[src/pef_pkg.sv]
// Shared constants and types for the phase-encoded tape formatter.
// Assumes a single core clock; all tape-side signals arrive as pins.
`default_nettype none

package pef_pkg;

  localparam int CH_N = 9;                  // Channels 0..7 in bits 7:0, parity in bit 8

  // Write sequencer counts, in doubled write clock edges
  localparam logic [6:0] FLUX_COUNT = 7'h50;   // 80 flux reversals, 40 zero characters
  localparam logic [6:0] ONES_TICKS = 7'h02;   // One bit period of held flux clock
  localparam logic [6:0] CNT_LAST   = 7'h01;

  // Flux clock groups per channel
  localparam logic [8:0] MASK_GROUP_B = 9'h01A; // Channels 1, 3, 4
  localparam logic [8:0] MASK_PARITY  = 9'h100; // Parity channel only

  // Read discriminator and divide-by-22 feedback
  localparam logic [3:0] WIN_FULL    = 4'hF;    // Bit-window carry count
  localparam logic [3:0] WIN_STEP    = 4'h1;
  localparam logic [3:0] DIV_PRELOAD = 4'hA;
  localparam logic [3:0] DIV_TOP     = 4'hF;
  localparam logic [3:0] GAP_MIN     = 4'h2;    // Inactive channels that mean a gap

  // Register map (byte addresses) and field positions
  localparam logic [3:0]  REG_CTRL      = 4'h0;
  localparam logic [3:0]  REG_STATUS    = 4'h4;
  localparam int          CTRL_FWD_BIT  = 0;
  localparam logic [31:0] CTRL_RESET    = 32'h0000_0001;
  localparam int          ST_DROP_LSB   = 0;
  localparam int          ST_GAP_BIT    = 9;
  localparam int          ST_DAV_LSB    = 10;
  localparam int          ST_STATE_LSB  = 19;

  // Command encoding on the two control lines {high, low}
  typedef enum logic [1:0] {
    CMD_RESET    = 2'h0,
    CMD_IDBURST  = 2'h1,
    CMD_FILEMARK = 2'h2,
    CMD_WRITE    = 2'h3
  } pef_cmd_t;

  typedef struct packed {
    logic high;
    logic low;
  } pef_cmdlines_t;

  // Every input that crosses into the core clock domain
  typedef struct packed {
    logic          dwClk;
    pef_cmdlines_t cmd;
    logic          finalN;
    logic          rrClk;
    logic [8:0]    dropN;
    logic [8:0]    rdata;
    logic          penN;
    logic [8:0]    scanN;
  } pef_pins_t;

  typedef enum logic [3:0] {
    W_RESET, W_IDBURST, W_PREAMBLE, W_PREONES, W_DATA,
    W_POSTONES, W_POSTAMBLE, W_FILEMARK, W_DONE
  } pef_wstate_t;

endpackage

`default_nettype wire

[src/pef_formatter.sv]
// Phase-encoded tape write sequencer and nine-channel read discriminator.
// Assumes the tape clocks and strobes are asynchronous pins sampled on core_clk,
// which must run well above twice the faster of the two tape clocks.
// Function
// - Last-byte pulse ends data, starts postamble
// - Data-input-low asserts, then toggles each tick
// - Flux clocks held one period: ones character
// - Postamble loads 80 reversals, 40 zeros
// - Upper high, lower low starts file mark
// - Cache write strobe idle during file mark
// - File mark: group b off while lower low
// - Count complete stops further flux reversals
// - Both lines high: preamble then data state
// - Diagnostic write keeps data-input-low inactive
// - Same discriminator logic on all nine channels
// - Dropout input registered onto drop flag
// - Read data delayed two edges, forward-corrected
// - First transition opens gate, enables window load
// - Window loads data value; 15 gives carry
// - Data-available sets, clears after scan strobe
// - Gap selects write bit clock as reference
// - Else channel 2, channel 1 when dropped
// - Up/down pulses from feedback lead or lag
// - Feedback divider: 22 clocks, preload 10
// - Six clocks, set flag, sixteen, reload, clear
// - Command codes on upper and lower lines
// - Write bit clock is doubled clock halved
//
// The placing of the registers and the plain strobed port were decided locally.
`timescale 1ns/10ps
`default_nettype none

module pef_formatter (
  // Clock, reset, enable
  input  wire logic                   core_clk,
  input  wire logic                   arst_n,
  input  wire logic                   clkEn,
  // Register port
  input  wire logic [3:0]             regAddr,
  input  wire logic [31:0]            regWdata,
  input  wire logic                   regWr,
  input  wire logic                   regRd,
  output logic [31:0]                 regRdata,
  // Write side pins
  input  wire logic                   doubledWriteClock,
  input  wire pef_pkg::pef_cmdlines_t cmdLines,
  input  wire logic                   finalBytePulseN,
  input  wire logic [8:0]             cacheData,
  output logic                        cacheWriteStrobe,
  output logic                        dataInputLowN,
  output logic [8:0]                  fluxHead,
  output logic                        writeBitClock,
  // Read side pins
  input  wire logic                   recoveredReadClock,
  input  wire logic [8:0]             channelDropoutInN,
  input  wire logic [8:0]             digitizedReadPulse,
  input  wire logic                   phaseEnableQualifierN,
  input  wire logic [8:0]             channelScanStrobeN,
  output logic [8:0]                  channelDropFlag,
  output logic [8:0]                  channelBitValue,
  output logic [8:0]                  channelDataAvailable,
  output logic                        gapActive,
  output logic                        feedbackFlag,
  output logic                        phaseUp,
  output logic                        phaseDown
);
  import pef_pkg::*;

  function automatic logic [3:0] countOnes(input logic [8:0] v);
    logic [3:0] n;
    n = 4'h0;
    for (int k = 0; k < CH_N; k++)
      n = n + {3'h0, v[k]};
    return n;
  endfunction

  pef_pins_t   pinsRaw;
  pef_pins_t   syncA_reg;
  pef_pins_t   pins_reg;
  logic        dwPrev_reg;
  logic        rrPrev_reg;
  logic        wTick;
  logic        rTick;
  pef_cmd_t    cmd;

  assign pinsRaw = '{dwClk: doubledWriteClock, cmd: cmdLines, finalN: finalBytePulseN,
                     rrClk: recoveredReadClock, dropN: channelDropoutInN,
                     rdata: digitizedReadPulse, penN: phaseEnableQualifierN,
                     scanN: channelScanStrobeN};

  // Two-stage synchronisers; only the second stage feeds logic
  always_ff @(posedge core_clk or negedge arst_n)
  begin
    if (!arst_n)
    begin
      syncA_reg  <= '0;
      pins_reg   <= '0;
      dwPrev_reg <= 1'b0;
      rrPrev_reg <= 1'b0;
    end
    else if (clkEn)
    begin
      syncA_reg  <= pinsRaw;
      pins_reg   <= syncA_reg;
      dwPrev_reg <= pins_reg.dwClk;
      rrPrev_reg <= pins_reg.rrClk;
    end
  end

  // Tape clock edges step the two halves
  assign wTick = clkEn & pins_reg.dwClk & ~dwPrev_reg;
  assign rTick = clkEn & pins_reg.rrClk & ~rrPrev_reg;
  assign cmd   = pef_cmd_t'(pins_reg.cmd);

  // Write sequencer state
  pef_wstate_t wState_reg, wState_next;
  logic [6:0]  fluxCnt_reg, fluxCnt_next;
  logic        frcTog_reg, frcTog_next;
  logic        write_bit_clock_reg, write_bit_clock_next;
  logic        dinLowN_reg, dinLowN_next;
  logic        postFirst_reg, postFirst_next;
  logic        strobe_reg, strobe_next;
  logic [8:0]  data_reg, data_next;
  logic [8:0]  head_reg, head_next;
  logic        frc;
  logic [8:0]  frcVec;
  logic        cntDone;
  logic        inPost;
  logic        finalByte;

  assign finalByte = ~pins_reg.finalN;
  assign cntDone   = (fluxCnt_reg == CNT_LAST);
  assign inPost    = (wState_reg == W_POSTONES) || (wState_reg == W_POSTAMBLE);

  // Flux clock source per state; held states give no reversals
  always_comb
  begin
    frc = 1'b0;
    if (wState_reg inside {W_IDBURST, W_PREAMBLE, W_POSTAMBLE, W_FILEMARK})
      frc = ~frcTog_reg;
    else if (wState_reg == W_DATA)
      frc = write_bit_clock_reg;
    frcVec = {CH_N{frc}};
    if (wState_reg == W_IDBURST)
      frcVec = frcVec & MASK_PARITY;
    else if (wState_reg == W_FILEMARK && !pins_reg.cmd.low)
      frcVec = frcVec & ~MASK_GROUP_B;
  end

  // Sequencer next state, advanced only on doubled write clock edges
  always_comb
  begin
    wState_next    = wState_reg;
    fluxCnt_next   = fluxCnt_reg;
    frcTog_next    = frcTog_reg;
    write_bit_clock_next    = write_bit_clock_reg;
    dinLowN_next   = dinLowN_reg;
    postFirst_next = postFirst_reg;
    strobe_next    = strobe_reg;
    data_next      = data_reg;
    head_next      = head_reg;
    if (wTick)
    begin
      frcTog_next  = ~frcTog_reg;
      write_bit_clock_next  = ~write_bit_clock_reg;
      fluxCnt_next = (fluxCnt_reg != 7'h00) ? fluxCnt_reg - CNT_LAST : fluxCnt_reg;
      unique case (wState_reg)
        W_RESET:
        begin
          fluxCnt_next = FLUX_COUNT;
          // Known flux phase, so the very first tick of a burst reverses
          frcTog_next  = 1'b0;
          if (cmd == CMD_IDBURST)
            wState_next = W_IDBURST;
          else if (cmd == CMD_FILEMARK)
            wState_next = W_FILEMARK;
          else if (cmd == CMD_WRITE)
            wState_next = W_PREAMBLE;
        end
        W_IDBURST: ;
        W_PREAMBLE:
          if (cntDone)
          begin
            wState_next  = W_PREONES;
            fluxCnt_next = ONES_TICKS;
          end
        W_PREONES:
          if (cntDone)
            wState_next = W_DATA;
        W_DATA:
          if (finalByte)
          begin
            wState_next    = W_POSTONES;
            fluxCnt_next   = ONES_TICKS;
            postFirst_next = 1'b1;
          end
        W_POSTONES:
          if (cntDone)
          begin
            wState_next  = W_POSTAMBLE;
            fluxCnt_next = FLUX_COUNT;
          end
        W_POSTAMBLE, W_FILEMARK:
          if (cntDone)
            wState_next = W_DONE;
        W_DONE: ;
      endcase
      // Lines back to reset abort whatever is running
      if (cmd == CMD_RESET)
        wState_next = W_RESET;
      // First tick of postamble drives low, then toggles
      if (inPost)
      begin
        dinLowN_next   = postFirst_reg ? 1'b0 : ~dinLowN_reg;
        postFirst_next = 1'b0;
      end
      else
        dinLowN_next = 1'b1;
      // Strobe runs only while fetching block data
      strobe_next = (wState_reg == W_DATA) && !finalByte && !write_bit_clock_reg;
      if (!dinLowN_reg)
        data_next = 9'h000;
      else if (strobe_reg)
        data_next = cacheData;
      // Reset and finished states hold the heads still
      if (wState_reg != W_RESET && wState_reg != W_DONE)
        head_next = ((dinLowN_reg && !inPost) ? data_reg : 9'h000) ^ frcVec;
    end
  end

  always_ff @(posedge core_clk or negedge arst_n)
  begin
    if (!arst_n)
    begin
      wState_reg    <= W_RESET;
      fluxCnt_reg   <= 7'h00;
      frcTog_reg    <= 1'b0;
      write_bit_clock_reg    <= 1'b0;
      dinLowN_reg   <= 1'b1;
      postFirst_reg <= 1'b0;
      strobe_reg    <= 1'b0;
      data_reg      <= 9'h000;
      head_reg      <= 9'h000;
    end
    else if (clkEn)
    begin
      wState_reg    <= wState_next;
      fluxCnt_reg   <= fluxCnt_next;
      frcTog_reg    <= frcTog_next;
      write_bit_clock_reg    <= write_bit_clock_next;
      dinLowN_reg   <= dinLowN_next;
      postFirst_reg <= postFirst_next;
      strobe_reg    <= strobe_next;
      data_reg      <= data_next;
      head_reg      <= head_next;
    end
  end

  assign cacheWriteStrobe = strobe_reg;
  assign dataInputLowN    = dinLowN_reg;
  assign fluxHead         = head_reg;
  assign writeBitClock    = write_bit_clock_reg;

  // Read discriminators and clock recovery
  logic [31:0] ctrl_reg, ctrl_next;
  logic [8:0]  drop_reg, drop_next;
  logic [8:0]  rd1_reg, rd1_next;
  logic [8:0]  bv_reg, bv_next;
  logic [8:0]  armed_reg, armed_next;
  logic [8:0]  dav_reg, dav_next;
  logic [3:0]  win_reg [CH_N];
  logic [3:0]  win_next [CH_N];
  logic [8:0]  acc;
  logic        forward_direction;
  logic        gap_reg, gap_next;
  logic        refPulse;
  logic        fbPulse;
  logic [3:0]  div_reg, div_next;
  logic        flag_reg, flag_next;
  logic        clrPend_reg, clrPend_next;
  logic        refSeen_reg, refSeen_next;
  logic        fbSeen_reg, fbSeen_next;
  logic        up_reg, up_next;
  logic        down_reg, down_next;
  logic        divCarry;

  assign forward_direction      = ctrl_reg[CTRL_FWD_BIT];
  assign divCarry = (div_reg == DIV_TOP);
  assign fbPulse  = rTick & divCarry & ~flag_reg & ~clrPend_reg;

  // Reference pick: bit clock in a gap, else channel 2 or its fallback
  assign refPulse = gap_reg ? (wTick & ~write_bit_clock_reg)
                  : (drop_reg[2] ? acc[1] : acc[2]);

  // Per-channel discriminator, identical for every channel
  always_comb
  begin
    for (int i = 0; i < CH_N; i++)
    begin
      logic trans;
      logic fresh;
      trans = 1'b0;
      fresh = rd1_reg[i] ^ forward_direction;
      trans = rTick & (fresh ^ bv_reg[i]);
      acc[i]      = trans & (~armed_reg[i] | (win_reg[i] == WIN_FULL));
      drop_next[i] = rTick ? ~pins_reg.dropN[i] : drop_reg[i];
      rd1_next[i]  = rTick ? pins_reg.rdata[i] : rd1_reg[i];
      bv_next[i]   = rTick ? fresh : bv_reg[i];
      // Gate stays shut until the first transition, unless qualified
      armed_next[i] = drop_reg[i] ? 1'b0
                    : ((trans | ~pins_reg.penN) ? 1'b1 : armed_reg[i]);
      if (acc[i])
        win_next[i] = {4{fresh}};
      else if (rTick && win_reg[i] != WIN_FULL)
        win_next[i] = win_reg[i] + WIN_STEP;
      else
        win_next[i] = win_reg[i];
      // Scan strobe sampled active wins; a set never lands during scan
      if (rTick && !pins_reg.scanN[i])
        dav_next[i] = 1'b0;
      else if (acc[i])
        dav_next[i] = 1'b1;
      else
        dav_next[i] = dav_reg[i];
    end
  end

  // Divide-by-22 feedback and lead/lag detector
  always_comb
  begin
    gap_next     = rTick ? (countOnes(drop_reg) >= GAP_MIN) : gap_reg;
    div_next     = div_reg;
    flag_next    = flag_reg;
    clrPend_next = clrPend_reg;
    if (rTick)
    begin
      div_next     = (divCarry && flag_reg) ? DIV_PRELOAD : div_reg + WIN_STEP;
      clrPend_next = divCarry & flag_reg;
      if (clrPend_reg)
        flag_next = 1'b0;
      else if (divCarry && !flag_reg)
        flag_next = 1'b1;
    end
    up_next      = 1'b0;
    down_next    = 1'b0;
    refSeen_next = refSeen_reg;
    fbSeen_next  = fbSeen_reg;
    if (refPulse && fbPulse)
    begin
      refSeen_next = 1'b0;
      fbSeen_next  = 1'b0;
    end
    else if (refPulse)
    begin
      down_next    = fbSeen_reg;
      fbSeen_next  = 1'b0;
      refSeen_next = ~fbSeen_reg;
    end
    else if (fbPulse)
    begin
      up_next      = refSeen_reg;
      refSeen_next = 1'b0;
      fbSeen_next  = ~refSeen_reg;
    end
    ctrl_next = (regWr && regAddr == REG_CTRL) ? regWdata : ctrl_reg;
  end

  always_ff @(posedge core_clk or negedge arst_n)
  begin
    if (!arst_n)
    begin
      drop_reg    <= 9'h000;
      rd1_reg     <= 9'h000;
      bv_reg      <= 9'h000;
      armed_reg   <= 9'h000;
      dav_reg     <= 9'h000;
      win_reg     <= '{default: 4'h0};
      gap_reg     <= 1'b0;
      div_reg     <= DIV_PRELOAD;
      flag_reg    <= 1'b0;
      clrPend_reg <= 1'b0;
      refSeen_reg <= 1'b0;
      fbSeen_reg  <= 1'b0;
      up_reg      <= 1'b0;
      down_reg    <= 1'b0;
      ctrl_reg    <= CTRL_RESET;
    end
    else if (clkEn)
    begin
      drop_reg    <= drop_next;
      rd1_reg     <= rd1_next;
      bv_reg      <= bv_next;
      armed_reg   <= armed_next;
      dav_reg     <= dav_next;
      win_reg     <= win_next;
      gap_reg     <= gap_next;
      div_reg     <= div_next;
      flag_reg    <= flag_next;
      clrPend_reg <= clrPend_next;
      refSeen_reg <= refSeen_next;
      fbSeen_reg  <= fbSeen_next;
      up_reg      <= up_next;
      down_reg    <= down_next;
      ctrl_reg    <= ctrl_next;
    end
  end

  // Read data valid only in the cycle after the strobe
  logic [31:0] rdata_reg, rdata_next;
  logic [31:0] status;
  always_comb
  begin
    status = 32'h0000_0000;
    status[ST_DROP_LSB +: CH_N] = drop_reg;
    status[ST_GAP_BIT]          = gap_reg;
    status[ST_DAV_LSB +: CH_N]  = dav_reg;
    status[ST_STATE_LSB +: 4]   = wState_reg;
    rdata_next = 32'h0000_0000;
    if (regRd && regAddr == REG_CTRL)
      rdata_next = ctrl_reg;
    else if (regRd && regAddr == REG_STATUS)
      rdata_next = status;
  end

  always_ff @(posedge core_clk or negedge arst_n)
  begin
    if (!arst_n)
      rdata_reg <= 32'h0000_0000;
    else if (clkEn)
      rdata_reg <= rdata_next;
  end

  assign regRdata             = rdata_reg;
  assign channelDropFlag      = drop_reg;
  assign channelBitValue      = bv_reg;
  assign channelDataAvailable = dav_reg;
  assign gapActive            = gap_reg;
  assign feedbackFlag         = flag_reg;
  assign phaseUp              = up_reg;
  assign phaseDown            = down_reg;
endmodule

`default_nettype wire

[config.mk]
export PLATFORM = sky130hd
export DESIGN_NAME = pef_formatter
export DESIGN_NICKNAME = d
export VERILOG_FILES = /design/src/pef_pkg.sv /design/src/pef_formatter.sv
export SDC_FILE = /design/constraint.sdc
export NUM_CORES = 1
export LEC_CHECK = 0
export ABC_AREA = 0
export BUFFER_PORTS_ARGS = -buffer_cell sky130_fd_sc_hd__clkbuf_2
export CAP_MARGIN = 20
export CORE_MARGIN = 4
export CORE_UTILIZATION = 39
export CTS_CLUSTER_DIAMETER = 100
export DETAILED_ROUTE_END_ITERATION = 8
export SETUP_SLACK_MARGIN = 0.15
export SYNTH_ARGS = -nofsm -noshare
export SYNTH_HDL_FRONTEND = slang
export SYNTH_SLANG_ARGS = --single-unit
export TNS_END_PERCENT = 20
[constraint.sdc]
create_clock -name core_clk -period 3.8 [get_ports core_clk]
set_input_delay 0.76 -clock core_clk [delete_from_list [all_inputs] [get_ports core_clk]]
set_output_delay 0.76 -clock core_clk [all_outputs]
set_load 0.01 [all_outputs]
==> results.ini <==
[run_status]
status = complete, no violations

[logic_synthesis]
async_reset_ff_frac = 1.000
synth_edf_count = 0
ys_ff_latch = 258
synth_cells = 1173
seq_area_frac_synth = 0.5193
ys_warn_count = 0
postSynthAreaPerCell_um2 = 10.61
synthTopCellsByArea = dfrtp_1 51%, mux2_2 9.0%, nand2_1 4.0%
syn_nets = 1279
netlist-cell-type-count = 75
synthFlopType = dfrtp_1
yosysTopAreaCell = dfrtp_1
synth_area_um2 = 12440
synth_top_cell_area_share = 0.5108

[final_layout]
final_common_cell = dfrtp_1
drive_gt1_frac = 0.2634
fillers = 3025
synthToLayoutAreaGrowth_pct = 17.15
largest_reg_flops = 36
fin_nets = 1423
final_cell_mix = 254 x dfrtp_1, 155 x clkbuf_2, 133 x nand2_1

[clocking]
clk_pin_slew_ps = 60
cts_buffers = 29
post_cts_buffers = 0
cts_resized = 0
ctsHoldBuffers = 0
clk_latency_ps = 550
cts_num_sinks = 258
cts_tree = built
cts.root.buffer_cell = clkbuf_16
cts_htree_levels = 1
cts.path.max_buffers = 3

[floorplanning]
die_h_um = 186.6
ios = 158
die_area_um2 = 34830
core_um2 = 31560
row_count = 65
die_w_um = 186.6
start_util = 0.3943

[timing]
rsz0062_at_grt = no
min_period_over_period = 0.8221
slew_headroom = 0.3792
tns_ps = 0
setup_viol = 0
worst_pin_slew_ps = 931.2
slew_viol_final = 0
period_minus_slack_ps = 3124
finalHoldViolCount = 0
fin_worst_skew_ps = 12.36
max_freq_ghz = 0.3201

[grt]
grt_pass1_wl_um = 50740
track_usage = 0.1744
grt_pass1_vias = 9133
grt_antenna_before_repair = 1
grt_overflow = 0
grt_max_degree = 116

[job]
cap_violations = 0

[detailed_routing]
wl_um = 30930
wl_per_cell_um = 17.74
drc = 0
ant_nets = 0
drtIter0Drc = 508
via_per_inst = 5.378
dr.pass1.iters = 4
vias = 9374

[setup_path]
critPathMaxFanout = 5
cp_data_required_time_ps = 4270
r2r_cells = 9
critPathLaunchType = flop
crit_type = flop to flop
arrival_ps = 3590
end_kind = flop

[placed_design]
place_hpwl_um = 21020
place_congestion = 0.8177
numPortBuffers = 157

[hold_path]
min_path_type = input port to async pin

[power_and_ir_drop]
ir_worst_vdd_mv = 0.3835
power_mw = 10.83
power_density_nw_per_um2 = 743.1
leakage_nw = 6.609

-- metrics by stage --
step                setup WS [ps]  hold slack (ps)  utilization  area (um^2)  instances
floorplan                   776.8            424.5            -        12440       1173
CTS                         704.8            114.7       0.4619        14580       1742
finish                      675.9            121.7       0.4620        14580       1743
global route                552.5            140.7       0.4620        14580       1743
detailed placement          703.9            454.3       0.4318        13620       1688
global placement            762.7            431.2       0.4318        13620       1688
-- synthesized netlist by cell type (10+ instances only) --
library cell  number
dfrtp_1          254
nand2_1          133
mux2_2            99
a21oi_1           91
nor2_1            85
o21ai_0           61
nand3_1           42
inv_1             40
clkbuf_1          35
a22oi_1           23
xnor2_1           22
buf_2             18
ha_1              18
o22ai_1           16
nor3_1            15
nand2b_1          14
nand4_1           10
o22a_1            10
xor2_1            10
-- power breakdown --
part / internal, mW / switching (mW) / total [mW]
Combinational: 1.69 / 1.84 / 3.54
Sequential: 3.53 / 0.981 / 4.51
Clock: 1.64 / 1.15 / 2.79
Total: 6.86 / 3.97 / 10.8
-- worst paths after layout --
path,slack (ps),startpoint,to
max,680,channelDropFlag[0]$_DFFE_PN0P_,gapActive$_DFFE_PN0P_
min,120,arst_n,syncA_reg[6]$_DFFE_PN0P_
max reg2reg,680,channelDropFlag[0]$_DFFE_PN0P_,gapActive$_DFFE_PN0P_
min reg2reg,450,fbSeen_reg$_DFFE_PN0P_,refSeen_reg$_DFFE_PN0P_
max in group asynchronous,2720,arst_n,gapActive$_DFFE_PN0P_
min in group core_clk,440,regWdata[4],ctrl_reg[4]$_DFFE_PN0P_
-- worst max-delay path: stages, from the launching register on --
cell,delay [ps]
dfrtp_1,440
fa_1,550
inv_1,50
fa_1,460
fa_1,490
inv_1,50
fa_1,380
inv_1,90
fa_1,410
a31oi_1,140
-- area by class of cell --
cell class                      instances  area [um^2]  share of cell area
Sequential cell                       258         6461              0.4432
Multi-Input combinational cell        814         5555              0.3811
Timing Repair Buffer                  174        954.7             0.06549
Clock buffer                           39        813.3             0.05579
Tap cell                              402        503.0             0.03450
Inverter                               40        150.1             0.01030
Clock inverter                         15        137.6            0.009441
Antenna cell                            1        2.502           0.0001717
-- per-layer routing --
metal | GRT usage | routed length (um) | vias up
met5 | 0 | 0 | -
met4 | 0.04124 | 597 | 0
met3 | 0.03461 | 1539 | 45
met2 | 0.2775 | 14110 | 219
met1 | 0.2482 | 14680 | 4608
li1 | - | - | 4502
-- logic make-up after synthesis --
family,synth area share
and+or+nand+nor,0.1281
AOI/OAI and AO/OA,0.1544
DFF,0.5193
muxes,0.09522
buffers and inverters,0.03499
xor gates and xnor gates,0.04193
adders and majority gates,0.02614
Note: power is estimated with default switching activity, not from simulation.
